File: src/sirq_defines.svh
`ifndef SIRQ_DEFINES_SVH
`define SIRQ_DEFINES_SVH

`define SIRQ_OFS_SRC_SEL      4'h0
`define SIRQ_OFS_POLARITY     4'h4
`define SIRQ_OFS_STATUS       4'h8
`define SIRQ_RST_SRC_SEL      32'h00000000
`define SIRQ_RST_POLARITY     32'h00000000
`define SIRQ_SRC_WMASK        32'h001EFFFB
`define SIRQ_POL_WMASK        32'h001EFFFF
`define SIRQ_BIT_IRQ0         0
`define SIRQ_BIT_IRQ1         1
`define SIRQ_BIT_RSVD2        2
`define SIRQ_BIT_IRQ8         8
`define SIRQ_BIT_IRQ15        15
`define SIRQ_BIT_PCI_A        17
`define SIRQ_BIT_PCI_B        18
`define SIRQ_BIT_PCI_C        19
`define SIRQ_BIT_PCI_D        20
`define SIRQ_LINES            21
`define SIRQ_UNMAPPED_DATA    32'h00000000

`endif

File: src/sirq_pkg.sv
`include "sirq_defines.svh"

package sirq_pkg;
    typedef logic [`SIRQ_LINES-1:0] sirq_lines_t;
    typedef enum logic [1:0] {
        SIRQ_SRC_INTERNAL,
        SIRQ_SRC_PIN,
        SIRQ_SRC_SERIAL
    } sirq_src_kind_t;
endpackage

File: src/sirq_regfile.sv
`timescale 1ns/1ps
`include "sirq_defines.svh"

// Two-word register store; read data registered
module sirq_regfile (
    input  wire logic        core_clk,
    input  wire logic        sys_rst,
    input  wire logic        wr_en,
    input  wire logic        wr_idx,
    input  wire logic [31:0] wr_data,
    input  wire logic [31:0] wr_mask,
    input  wire logic        rd_idx,
    output logic      [31:0] rd_data,
    output logic      [31:0] word0,
    output logic      [31:0] word1
);
    logic [31:0] mem_r [0:1];

    always_ff @(posedge core_clk) begin
        if (sys_rst) begin
            mem_r[0] <= `SIRQ_RST_SRC_SEL;
            mem_r[1] <= `SIRQ_RST_POLARITY;
        end else if (wr_en) begin
            mem_r[wr_idx] <= wr_data & wr_mask;
        end
    end

    always_ff @(posedge core_clk) begin
        if (sys_rst) begin
            rd_data <= 32'h00000000;
        end else begin
            rd_data <= mem_r[rd_idx];
        end
    end

    assign word0 = mem_r[0];
    assign word1 = mem_r[1];
endmodule

File: src/sirq_route.sv
`timescale 1ns/1ps
`include "sirq_defines.svh"

// Contract
// - Select bits 7,6,5,4,3,1 pick the internal request (0) or the serial stream (1).
// - Select bit 8 picks the internal clock-chip interrupt (0) or the serial stream (1).
// - Select bit 0 picks system timer channel 0 output (0) or the serial stream (1).
// - The polarity register is read/write in bits 20 to 17 and 15 to 0 and resets to all zero, active high.
// - Polarity bit 20 inverts serial-sourced PCI interrupt D when set.
// - Polarity bit 19 inverts serial-sourced PCI interrupt C when set.
// - Polarity bit 18 inverts serial-sourced PCI interrupt B when set.
// - Polarity bit 17 inverts serial-sourced PCI interrupt A when set.
// - Polarity bit 15 inverts serial-sourced line 15 when set.
// - Select bits 20 to 17 pick the PCI pin (0) or the serial stream (1) for D to A.
module sirq_route
    import sirq_pkg::*;
(
    input  wire logic              core_clk,
    input  wire logic              sys_rst,
    input  wire logic [3:0]        avs_address,
    input  wire logic              avs_read,
    input  wire logic              avs_write,
    input  wire logic [31:0]       avs_writedata,
    input  wire logic [3:0]        avs_byteenable,
    output logic      [31:0]       avs_readdata,
    output logic                   avs_waitrequest,
    input  wire sirq_pkg::sirq_lines_t isa_irq_in,
    input  wire logic              rtc_irq_in,
    input  wire logic              system_timer_channel0_output,
    input  wire logic [3:0]        pci_int_in,
    input  wire sirq_pkg::sirq_lines_t serial_irq_in,
    output sirq_pkg::sirq_lines_t  irq_out,
    output logic [31:0]            src_sel_out,
    output logic [31:0]            polarity_out
);
    import sirq_pkg::*;

    typedef enum logic [1:0] {
        BUS_IDLE,
        BUS_READ,
        BUS_DONE
    } sirq_bus_state_t;

    sirq_bus_state_t bus_state_r;
    logic        wr_en;
    logic        wr_idx;
    logic        rd_idx;
    logic        hit;
    logic [31:0] wr_data;
    logic [31:0] wr_mask;
    logic [31:0] cur_word;
    logic [31:0] rf_rd_data;
    logic [31:0] src_word;
    logic [31:0] pol_word;
    logic        rd_hit_r;
    logic        rd_status_r;
    sirq_lines_t irq_nxt;

    function automatic logic [31:0] be_mask(input logic [3:0] be);
        be_mask = {{8{be[3]}}, {8{be[2]}}, {8{be[1]}}, {8{be[0]}}};
    endfunction

    function automatic sirq_src_kind_t kind_of(input int idx, input logic sel);
        if (sel) begin
            kind_of = SIRQ_SRC_SERIAL;
        end else if (idx >= `SIRQ_BIT_PCI_A) begin
            kind_of = SIRQ_SRC_PIN;
        end else begin
            kind_of = SIRQ_SRC_INTERNAL;
        end
    endfunction

    // Address decode
    always_comb begin
        hit    = 1'b0;
        wr_idx = 1'b0;
        if (avs_address == `SIRQ_OFS_SRC_SEL) begin
            hit    = 1'b1;
            wr_idx = 1'b0;
        end else if (avs_address == `SIRQ_OFS_POLARITY) begin
            hit    = 1'b1;
            wr_idx = 1'b1;
        end
    end
    assign rd_idx   = wr_idx;
    assign cur_word = wr_idx ? pol_word : src_word;

    // Write takes effect at the single edge where waitrequest is low
    assign wr_en   = avs_write && hit && (bus_state_r == BUS_IDLE) && !avs_waitrequest;
    // reserved bit 2
    // Select bit 2 is masked so a careless write cannot flip it
    assign wr_mask = wr_idx ? `SIRQ_POL_WMASK : `SIRQ_SRC_WMASK;
    assign wr_data = (avs_writedata & be_mask(avs_byteenable))
                   | (cur_word & ~be_mask(avs_byteenable));

    sirq_regfile u_regs (
        .core_clk (core_clk),
        .sys_rst  (sys_rst),
        .wr_en    (wr_en),
        .wr_idx   (wr_idx),
        .wr_data  (wr_data),
        .wr_mask  (wr_mask),
        .rd_idx   (rd_idx),
        .rd_data  (rf_rd_data),
        .word0    (src_word),
        .word1    (pol_word)
    );

    // Bus sequencer: writes finish in one cycle, reads in two
    always_ff @(posedge core_clk) begin
        if (sys_rst) begin
            bus_state_r <= BUS_IDLE;
        end else begin
            case (bus_state_r)
                BUS_IDLE: begin
                    if (avs_read) begin
                        bus_state_r <= BUS_READ;
                    end
                end
                BUS_READ: begin
                    bus_state_r <= BUS_DONE;
                end
                BUS_DONE: begin
                    bus_state_r <= BUS_IDLE;
                end
                default: begin
                    bus_state_r <= BUS_IDLE;
                end
            endcase
        end
    end

    always_ff @(posedge core_clk) begin
        if (sys_rst) begin
            rd_hit_r    <= 1'b0;
            rd_status_r <= 1'b0;
        end else if (bus_state_r == BUS_IDLE) begin
            rd_hit_r    <= hit;
            rd_status_r <= (avs_address == `SIRQ_OFS_STATUS);
        end
    end

    // Waitrequest registered; low only on the answer edge
    always_ff @(posedge core_clk) begin
        if (sys_rst) begin
            avs_waitrequest <= 1'b1;
        end else if (bus_state_r == BUS_IDLE && avs_write && !avs_waitrequest) begin
            avs_waitrequest <= 1'b1;
        end else if (bus_state_r == BUS_IDLE && avs_write) begin
            avs_waitrequest <= 1'b0;
        end else if (bus_state_r == BUS_READ) begin
            avs_waitrequest <= 1'b0;
        end else begin
            avs_waitrequest <= 1'b1;
        end
    end

    // Status word shows the routed lines; unmapped reads return zero
    always_ff @(posedge core_clk) begin
        if (sys_rst) begin
            avs_readdata <= 32'h00000000;
        end else if (bus_state_r == BUS_READ) begin
            if (rd_hit_r) begin
                avs_readdata <= rf_rd_data;
            end else if (rd_status_r) begin
                avs_readdata <= {{(32-`SIRQ_LINES){1'b0}}, irq_out};
            end else begin
                avs_readdata <= `SIRQ_UNMAPPED_DATA;
            end
        end
    end

    // Per-line source mux
    always_comb begin
        irq_nxt  = '0;
        for (int i = 0; i < `SIRQ_LINES; i++) begin
            case (kind_of(i, src_word[i]))
                SIRQ_SRC_SERIAL: irq_nxt[i] = serial_irq_in[i] ^ pol_word[i];
                SIRQ_SRC_PIN: irq_nxt[i] = pci_int_in[2'(i - `SIRQ_BIT_PCI_A)];
                default: irq_nxt[i] = isa_irq_in[i];
            endcase
        end
        if (!src_word[`SIRQ_BIT_IRQ8]) begin
            irq_nxt[`SIRQ_BIT_IRQ8] = rtc_irq_in;
        end
        // timer channel 0 on line 0
        if (!src_word[`SIRQ_BIT_IRQ0]) begin
            irq_nxt[`SIRQ_BIT_IRQ0] = system_timer_channel0_output;
        end
        irq_nxt[`SIRQ_BIT_RSVD2] = 1'b0;
        irq_nxt[16]              = 1'b0;
    end

    // Registered outputs; one cycle of latency traded for clean timing
    always_ff @(posedge core_clk) begin
        if (sys_rst) begin
            irq_out      <= '0;
            src_sel_out  <= `SIRQ_RST_SRC_SEL;
            polarity_out <= `SIRQ_RST_POLARITY;
        end else begin
            irq_out      <= irq_nxt;
            src_sel_out  <= src_word;
            polarity_out <= pol_word;
        end
    end

    chk_pci_d_polarity: assert property (@(posedge core_clk) disable iff (sys_rst)
        (!sys_rst && src_word[20])
            |=> irq_out[20] == ($past(serial_irq_in[20]) ^ $past(pol_word[20])))
        else $error("PCI D polarity wrong");
    chk_pci_c_polarity: assert property (@(posedge core_clk) disable iff (sys_rst)
        (!sys_rst && src_word[19])
            |=> irq_out[19] == ($past(serial_irq_in[19]) ^ $past(pol_word[19])))
        else $error("PCI C polarity wrong");
    chk_pci_b_polarity: assert property (@(posedge core_clk) disable iff (sys_rst)
        (!sys_rst && src_word[18])
            |=> irq_out[18] == ($past(serial_irq_in[18]) ^ $past(pol_word[18])))
        else $error("PCI B polarity wrong");
    chk_pci_a_polarity: assert property (@(posedge core_clk) disable iff (sys_rst)
        (!sys_rst && src_word[17])
            |=> irq_out[17] == ($past(serial_irq_in[17]) ^ $past(pol_word[17])))
        else $error("PCI A polarity wrong");
    chk_irq15_polarity: assert property (@(posedge core_clk) disable iff (sys_rst)
        (!sys_rst && src_word[15])
            |=> irq_out[15] == ($past(serial_irq_in[15]) ^ $past(pol_word[15])))
        else $error("line 15 polarity wrong");
    chk_pci_pin_path: assert property (@(posedge core_clk) disable iff (sys_rst)
        (!sys_rst && !src_word[17]) |=> irq_out[17] == $past(pci_int_in[0]))
        else $error("PCI A pin path wrong");
    chk_rtc_line: assert property (@(posedge core_clk) disable iff (sys_rst)
        (!sys_rst && !src_word[8]) |=> irq_out[8] == $past(rtc_irq_in))
        else $error("line 8 source wrong");
    chk_timer_line: assert property (@(posedge core_clk) disable iff (sys_rst)
        (!sys_rst && !src_word[0]) |=> irq_out[0] == $past(system_timer_channel0_output))
        else $error("line 0 source wrong");
    chk_isa_line: assert property (@(posedge core_clk) disable iff (sys_rst)
        (!sys_rst && !src_word[5]) |=> irq_out[5] == $past(isa_irq_in[5]))
        else $error("line 5 source wrong");
    chk_pol_ignored: assert property (@(posedge core_clk) disable iff (sys_rst)
        (!sys_rst && !src_word[7] && pol_word[7]) |=> irq_out[7] == $past(isa_irq_in[7]))
        else $error("polarity leaked to internal");
    chk_rsvd_bit: assert property (@(posedge core_clk) disable iff (sys_rst)
        !src_word[2] && !irq_out[2])
        else $error("reserved bit set");
    chk_read_latency: assert property (@(posedge core_clk) disable iff (sys_rst)
        (avs_read && bus_state_r == BUS_IDLE) |-> ##2 !avs_waitrequest)
        else $error("read latency wrong");

    cov_serial_inverted: cover property (@(posedge core_clk) src_word[20] && pol_word[20]);
    cov_pin_source: cover property (@(posedge core_clk) !src_word[17] && pci_int_in[0]);
    cov_write_done: cover property (@(posedge core_clk) wr_en);
    cov_read_done: cover property (@(posedge core_clk) bus_state_r == BUS_READ);
endmodule

File: config.mk
export PLATFORM = sky130hd
export DESIGN_NAME = sirq_route
export DESIGN_NICKNAME = d
export VERILOG_FILES = /design/src/sirq_pkg.sv /design/src/sirq_regfile.sv /design/src/sirq_route.sv
export VERILOG_INCLUDE_DIRS = /design/src
export SDC_FILE = /design/constraint.sdc
export NUM_CORES = 1
export LEC_CHECK = 0
export ABC_AREA = 1
export ABC_CLOCK_PERIOD_IN_PS = 3600
export BUFFER_PORTS_ARGS = -buffer_cell sky130_fd_sc_hd__buf_4
export CORE_ASPECT_RATIO = 1.25
export CORE_UTILIZATION = 45
export DETAILED_ROUTE_END_ITERATION = 10
export PLACE_DENSITY = 0.71
export RECOVER_POWER = 100
export SLEW_MARGIN = 30
export SYNTH_ARGS = -nofsm -noshare
export SYNTH_HDL_FRONTEND = slang
export SYNTH_SLANG_ARGS = --single-unit
File: constraint.sdc
create_clock -name core_clk -period 3.6 [get_ports core_clk]
set_input_delay 0.54 -clock core_clk [delete_from_list [all_inputs] [get_ports core_clk]]
set_output_delay 0.54 -clock core_clk [all_outputs]
set_load 0.02 [all_outputs]
[Word-level counts from Yosys, hierarchy flattened]
Memory sizes are Yosys's and may differ from the RTL's. A register that Yosys moved wholly into a read port is not among the register bits.
Cells that the tools add are included.
Storage, ports and cells
  memories kept: 1
  word-level logic and storage cells: 145
  output and inout bits: 118
  bits of input ports: 92
  register bits after elaboration: 122
  RAM bits: 64
Operators by class
  equal/unequal tests: 42
  multiplexer cells: 59
  reduce and logical (&&, ||, !) cells: 10
  bitwise gates (word level): 24
Memory list
  u_regs.mem_r: depth 2, width 32, read ports 3, clocked after memory_dff 1, wr ports 2, line sirq_regfile.sv:17  | logic [31:0] mem_r [0:1];
Operators with widths (number)
  two-way mux 32 bit: 3
  bitwise AND 32 bit: 2
  equality test 2 x 1 -> 1 bit, second input constant: 20
  two-way mux 2 bit: 20
  equality test 2 bit, second input constant: 19
  case mux 1 bit (2 select lines): 19
  bitwise AND 32 x 21 -> 32 bit: 1
  NOT 32 bit: 1
  bitwise OR 32 bit: 1
  OR reduction 32 bit: 1
  two-way mux 21 bit: 1
  XOR 1 bit: 19
  two-way mux 1 bit: 14
  logical AND 1 bit: 5
  equality test 4 x 3 -> 1 bit, second input constant: 1
  equality test 4 bit, second input constant: 1
  zero test 4 bit: 1
  case mux 2 bit (2 select lines): 1
  two-way mux 3 bit: 1
  zero test 2 bit: 1
  != test 2 bit, second input constant: 1
  OR reduction 2 bit: 1
  zero test 1 bit: 1

[Longest topological paths before layout]
Gate-level depths: netlist of the first run.
  depth in word-level cells: 11
  gate-level depth with buffers: 8
  gate-level depth less buffers: 7

[Modules after synthesis]
A second synthesis of the first run with hierarchy kept.
Unflattened totals
  cell total of the unflattened synthesis: 1065
  area, all modules: 8809.7 µm²
By module, submodules not included
  sirq_route: area an instance 4997.3 µm², cells each 691, times used 1, sequential area each 2402.3 µm²
  sirq_regfile: area an instance 3812.4 µm², cells each 374, times used 1, sequential area each 2562.5 µm²

[Worst setup path before layout of the first run]
No wires, ideal clock.
  kind: input to register
  start point: input port sys_rst
  end point: memory u_regs.mem_r[0][0], enable pin
  arrival time: 1.488 ns
  cell stages on the path: 5
  setup time: 0.377 ns
  buffers on the path: 2
  slack: 1.735 ns
  required time: 3.223 ns
  cell sequence: buf_2 nor2_4 nand2_2 buf_6 nand2_1
RTL lines
  from (decl): line sirq_route.sv:19  | input wire logic sys_rst,
  to (decl): line sirq_regfile.sv:17

==> results of run 1 <==
-- cells in the mapped netlist (all sizes together) --
master / number / share of area, %
conb: 1 / 0.064
buf: 57 / 7.0
nor3: 1 / 0.086
or2: 21 / 2.3
dfxtp: 104 / 36
nand2: 70 / 4.6
clkbuf: 11 / 0.73
nor2: 125 / 8.7
o21ai: 41 / 3.5
a21oi: 60 / 5.2
xor2: 19 / 2.9
nand3: 44 / 4.0
inv: 72 / 4.6
edfxtp: 40 / 21
-- worst max-delay path: stages --
cell      delay, ns
clkbuf_4       0.12
inv_1          0.10
nor2_4         0.04
nand2_1        0.53
inv_2          0.07
nand2_1        0.53
nand2_1        0.71
-- path summary, 6_finish.rpt --
kind	endpoint	slack (ns)	depth (start not counted)
worst max-delay path	u_regs.mem_r[1][12]	0.92	7
worst min-delay path	bus_state_r[0]	0.35	3
worst max register to register	avs_readdata[18]	1.02	5
worst min register to register	avs_readdata[19]	0.46	2
-- cell families (layout without fill, tap and decap cells) --
group,after synthesis,after routing,share of synthesized area (%)
AND/OR/NAND/NOR,261,261,19.6
flip-flops,144,144,56.4
buffers and inverters,140,255,12.4
AO/OA/AOI/OAI,101,101,8.68
XOR/XNOR,19,19,2.86
other,1,39,0.0644
-- through the flow --
stage | setup slack, ns | power, uW
global route | 0.667 | 3920
finish | 0.920 | 3780
detailed placement | 0.963 | 2250
CTS | 1.36 | 3830
floorplan | 1.74 | 2090
global placement | 1.06 | 2240
-- cell type report --
class | count | area share (%)
clock buffers | 20 | 6.46
clock inverters | 12 | 1.17
inverters | 72 | 3.81
multi-input cells | 420 | 27.6
flip-flops and latches | 144 | 46.3
well taps | 168 | 2.97
repair buffers | 151 | 11.7
-- state kept, by name, summed over array words and instances (netlist names) --
| register | flops |
|---|---|
| u_regs.mem_r | 40 |
| avs_readdata | 20 |
| polarity_out | 20 |
| src_sel_out | 20 |
| u_regs.rd_data | 20 |
| irq_out | 19 |
| bus_state_r | 2 |
| avs_waitrequest | 1 |
| rd_hit_r | 1 |
| rd_status_r | 1 |
-- power by group --
group | total (uW) | switching, uW | internal [uW]
logic | 387 | 260 | 127
registers | 1790 | 49.7 | 1740
clock network | 1600 | 676 | 922
-- routing by layer --
layer | vias to the layer above | global-route usage (%)
met4 | 0 | 12.3
met1 | 2144 | 27.8
li1 | 2316 | -
met5 | - | 0
met3 | 49 | 4.98
met2 | 223 | 35.3
==> reports/results.ini, run 1 <==
[outcome]
status = finished, final reports clean

[yosys]
ys_ff_latch = 144
yosysWarnings = 0
syn_inst = 666
synth.avg_cell_area_um2 = 8.75
yosysSeqAreaShare_pct = 56.4
synth_area_um2 = 5820
ys_types = 24

[cells_and_area]
post_route_cells_drive_above_1_share_pct = 15.8
multi_input_area_um2 = 1950
instances_no_fill = 987
syn_to_final_growth_pct = 21.7
regArea_um2 = 3280
most-common-layout-cells = nor2_1 (120), dfxtp_1 (104), clkbuf_1 (83)
post-route-cell-area_um2 = 7090
layout.nets = 898
n_antenna_cell = 0
layout_commonest_cell = nor2_1
fillers = 1206
fin_util_pct = 56.0

[routing]
vias_per_cell = 4.79
vias = 4732
wl_met1_um = 6320
wl_per_cell_um = 14.9
wl_um = 14700
highest_layer = met4
drtAntennaViolNets = 0
route.met2.wl_um = 6860
drt-pass1-iter-count = 5
wl_met3_um = 954
drtIter0Drc = 347
route.detailed.drc = 0

[sta]
fin_skew_ns = 0.00716
rsz0062_at_grt = no
fin_hold_ws_ns = 0.347
worst-slew-pin-transition_ns = 1.39
hold_viol_final = 0
fin_crit_sh_pct = 74.5
tns_ns = 0
min_period_ns = 2.68
max_freq_ghz = 0.373
finalSetupViolations = 0
slew_headroom_pct = 7.63
slew_viol_final = 0

[worst_setup_path]
arrival_ns = 2.64
worstPathRequired_ns = 3.56
startpoint = avs_address[2]
startpoint_type = input port
cp-end-kind = flip-flop
r2r-start = bus_state_r[0]
setup.worst_path.class = in2reg
cp_max_fo = 21

[placed_design]
dp_cells = 955
place_area_um2 = 6860
detailed_place_hpwl_um = 10800
place_congestion = 0.919
portBuffers = 148

[cts]
cts_tree = built
post_cts_buffers = 0
htree_levels = 4
worstSkewPairLatency_ns = 0.42
postCtsHoldBufs = 0
clock_path_buffers = 2
cts_sinks = 144
cts.repair.resized = 0
numCtsBuffers = 17
clockRootBuffer = clkbuf_16
path_clk_slew_ns = 0.06

[min_path]
hold_class = in2reg
hp-start = avs_read

[die]
core_area_um2 = 12700
die_y_um = 129
row_count = 46
die_area_um2 = 13400
ios = 210
die_w_um = 104
start_util_pct = 46.0

[power]
p_leak_uw = 0.00322
power_density_nw_per_um2 = 533
peakVddDrop_mv = 0.266

[grt]
grt_max_degree = 72
antenna_found_initial = 0
grt_pass1_wl_um = 22800
grt_usage_pct = 22.0
grt-ovfl-total = 0
grt_pass1_vias = 4572

[job]
maxCapViolCount = 0

No activity file was read; power rests on OpenSTA's default activity.
==> run 2: changes to the inputs <==
Settings changed: ABC_CLOCK_PERIOD_IN_PS 3600 to 2660.
Clock period 3.6 ns to 2.66 ns, I/O delays scaled along.
==> reports/results.ini, run 2 (synthesis results as in run 1) <==
[outcome]
status = finished, final reports clean

[die]
die_area_um2 = 13400  ; unchanged
row_count = 46  ; unchanged
core_area_um2 = 12700  ; unchanged
die_y_um = 129  ; unchanged
die_w_um = 104  ; unchanged
ios = 210  ; unchanged
start_util_pct = 46.0  ; unchanged

[sta]
slew_headroom_pct = 18.5  ; +11 points
fin_crit_sh_pct = 80.0
hold_viol_final = 0  ; unchanged
finalSetupViolations = 0  ; unchanged
slew_viol_final = 0  ; unchanged
max_freq_ghz = 0.470
rsz0062_at_grt = no
worst-slew-pin-transition_ns = 1.22  ; -0.167 ns
tns_ns = 0  ; unchanged
fin_skew_ns = 0.00788  ; +0.000723 ns
fin_ws_ns = 0.531  ; -0.389 ns
min_period_ns = 2.13

[min_path]
hold_class = in2reg

[cells_and_area]
most-common-layout-cells = nor2_1 (121), dfxtp_1 (104), clkbuf_1 (81)
layout.nets = 901  ; +0.33%
instances_no_fill = 991  ; +0.41%
top_register = u_regs.mem_r
layout_commonest_cell = nor2_1
fin_util_pct = 56.2  ; +0.29 points
post-route-cell-area_um2 = 7120  ; +0.51%
post_route_cells_drive_above_1_share_pct = 15.9  ; +0.19 points
fillers = 1175  ; -2.6%
syn_to_final_growth_pct = 22.3
largest_reg_flops = 40  ; unchanged

[power]
p_leak_uw = 0.00326  ; +1.3%
power_density_nw_per_um2 = 730  ; +37%
peakVddDrop_mv = 0.339  ; +28%

[cts]
htree_levels = 4  ; unchanged
numCtsBuffers = 17  ; unchanged
clockRootBuffer = clkbuf_16
path_clk_slew_ns = 0.06  ; about the same
cts.repair.resized = 0  ; unchanged
postCtsHoldBufs = 0  ; unchanged
cts_sinks = 144  ; unchanged
clock_path_buffers = 2  ; unchanged
post_cts_buffers = 0  ; unchanged
worstSkewPairLatency_ns = 0.41  ; about the same
cts_tree = built

[job]
maxCapViolCount = 0  ; unchanged

[worst_setup_path]
arrival_ns = 2.25  ; -0.39 ns
crit_family = buffers and inverters
crit_top_cell = inv_1
startpoint_type = input port
cp-end-kind = flip-flop
slowest_delay_ns = 0.68  ; -0.03 ns
cp_max_fo = 21  ; unchanged
setup.worst_path.class = in2reg
critPathSlowestCell = clkbuf_1
crit_chain = clkbuf_4, inv_1, nor2_4, nand2_1, inv_1, nand2_2, clkbuf_1, nor2_1
worstPathRequired_ns = 2.78  ; -0.78 ns
cp.buffers_inverters = 4  ; +1

[routing]
route.detailed.drc = 0  ; unchanged
drt-pass1-iter-count = 7  ; +2
wl_met3_um = 1050  ; +9.7%
wl_per_cell_um = 14.7  ; -1.6%
wl_um = 14500  ; -1.2%
vias = 4750  ; +0.38%
wl_met1_um = 6130  ; -3.1%
highest_layer = met4
drtIter0Drc = 309  ; -11%
vias_per_cell = 4.79  ; about the same
route.met2.wl_um = 6930  ; +1.0%
drtAntennaViolNets = 0  ; unchanged

[grt]
grt_pass1_vias = 4432  ; -3.1%
antenna_found_initial = 1  ; +1
grt_max_degree = 52  ; -28%
grt_usage_pct = 21.6  ; -0.43 points
grt_pass1_wl_um = 22400  ; -2.0%
grt-ovfl-total = 0  ; unchanged

[placed_design]
place_ws_ns = 0.467  ; -0.496 ns
dp_cells = 958  ; +0.31%
detailed_place_hpwl_um = 10600  ; -1.9%
portBuffers = 148  ; unchanged
place_area_um2 = 6880  ; +0.33%
place_congestion = 0.864  ; -6.0%

==> run 2: cell count changes in the layout (fill, tap and decap cells not counted) <==
cell        change
nand3_1         +1
inv_2           -1
buf_4           +3
clkbuf_1        -2
inv_1           +1
nor2_4          -1
diode_2         +1
nand3_4         -1
nor2_1          +1
clkbuf_8        +1
clkinvlp_4      -2
bufinv_16       +1
clkinv_2        +2
==> run 2: worst paths after layout <==
kind	from	end	slack, ns	depth (start not counted)
max	avs_address[2]	u_regs.mem_r[1][14]	0.53	8
min	avs_read	bus_state_r[0]	0.24	3
max reg2reg	bus_state_r[1]	u_regs.mem_r[0][0]	0.55	6
min reg2reg	u_regs.rd_data[2]	avs_readdata[2]	0.46	2
==> run 2: per-stage QoR <==
stage	power, uW	hold slack [ns]
floorplan	2830	0.441
global placement	3030	0.452
detailed placement	3040	0.454
CTS	5280	0.227
global route	5390	0.238
finish	5200	0.236
==> run 2: tightest hold or removal path: cells and delay by family <==
kind	cells	cell delay, ns
AND/OR/NAND/NOR	2	0.13
buffers and inverters	1	0.08
==> run 2: layer usage <==
layer | GRT usage (%) | vias up
met4 | 10.8 | 0
met5 | 0 | -
met2 | 35.4 | 227
li1 | - | 2322
met1 | 27.3 | 2167
met3 | 4.58 | 34
==> run 2: area by class of cell <==
type                    instances  area [um^2]  share of cell area, %
flip-flops and latches        144         3280                   46.1
multi-input cells             420         1930                   27.2
repair buffers                154          850                   11.9
clock buffers                  19          464                   6.52
inverters                      72          270                   3.79
well taps                     168          210                   2.95
clock inverters                13          108                   1.51
diodes                          1         2.50                 0.0351
==> run 2: power breakdown <==
group,internal (uW),total (uW),leakage [uW],switching (uW)
logic,173,522,0.00170,349
registers,2360,2420,0.00127,66.1
clock network,1360,2250,0.000293,888
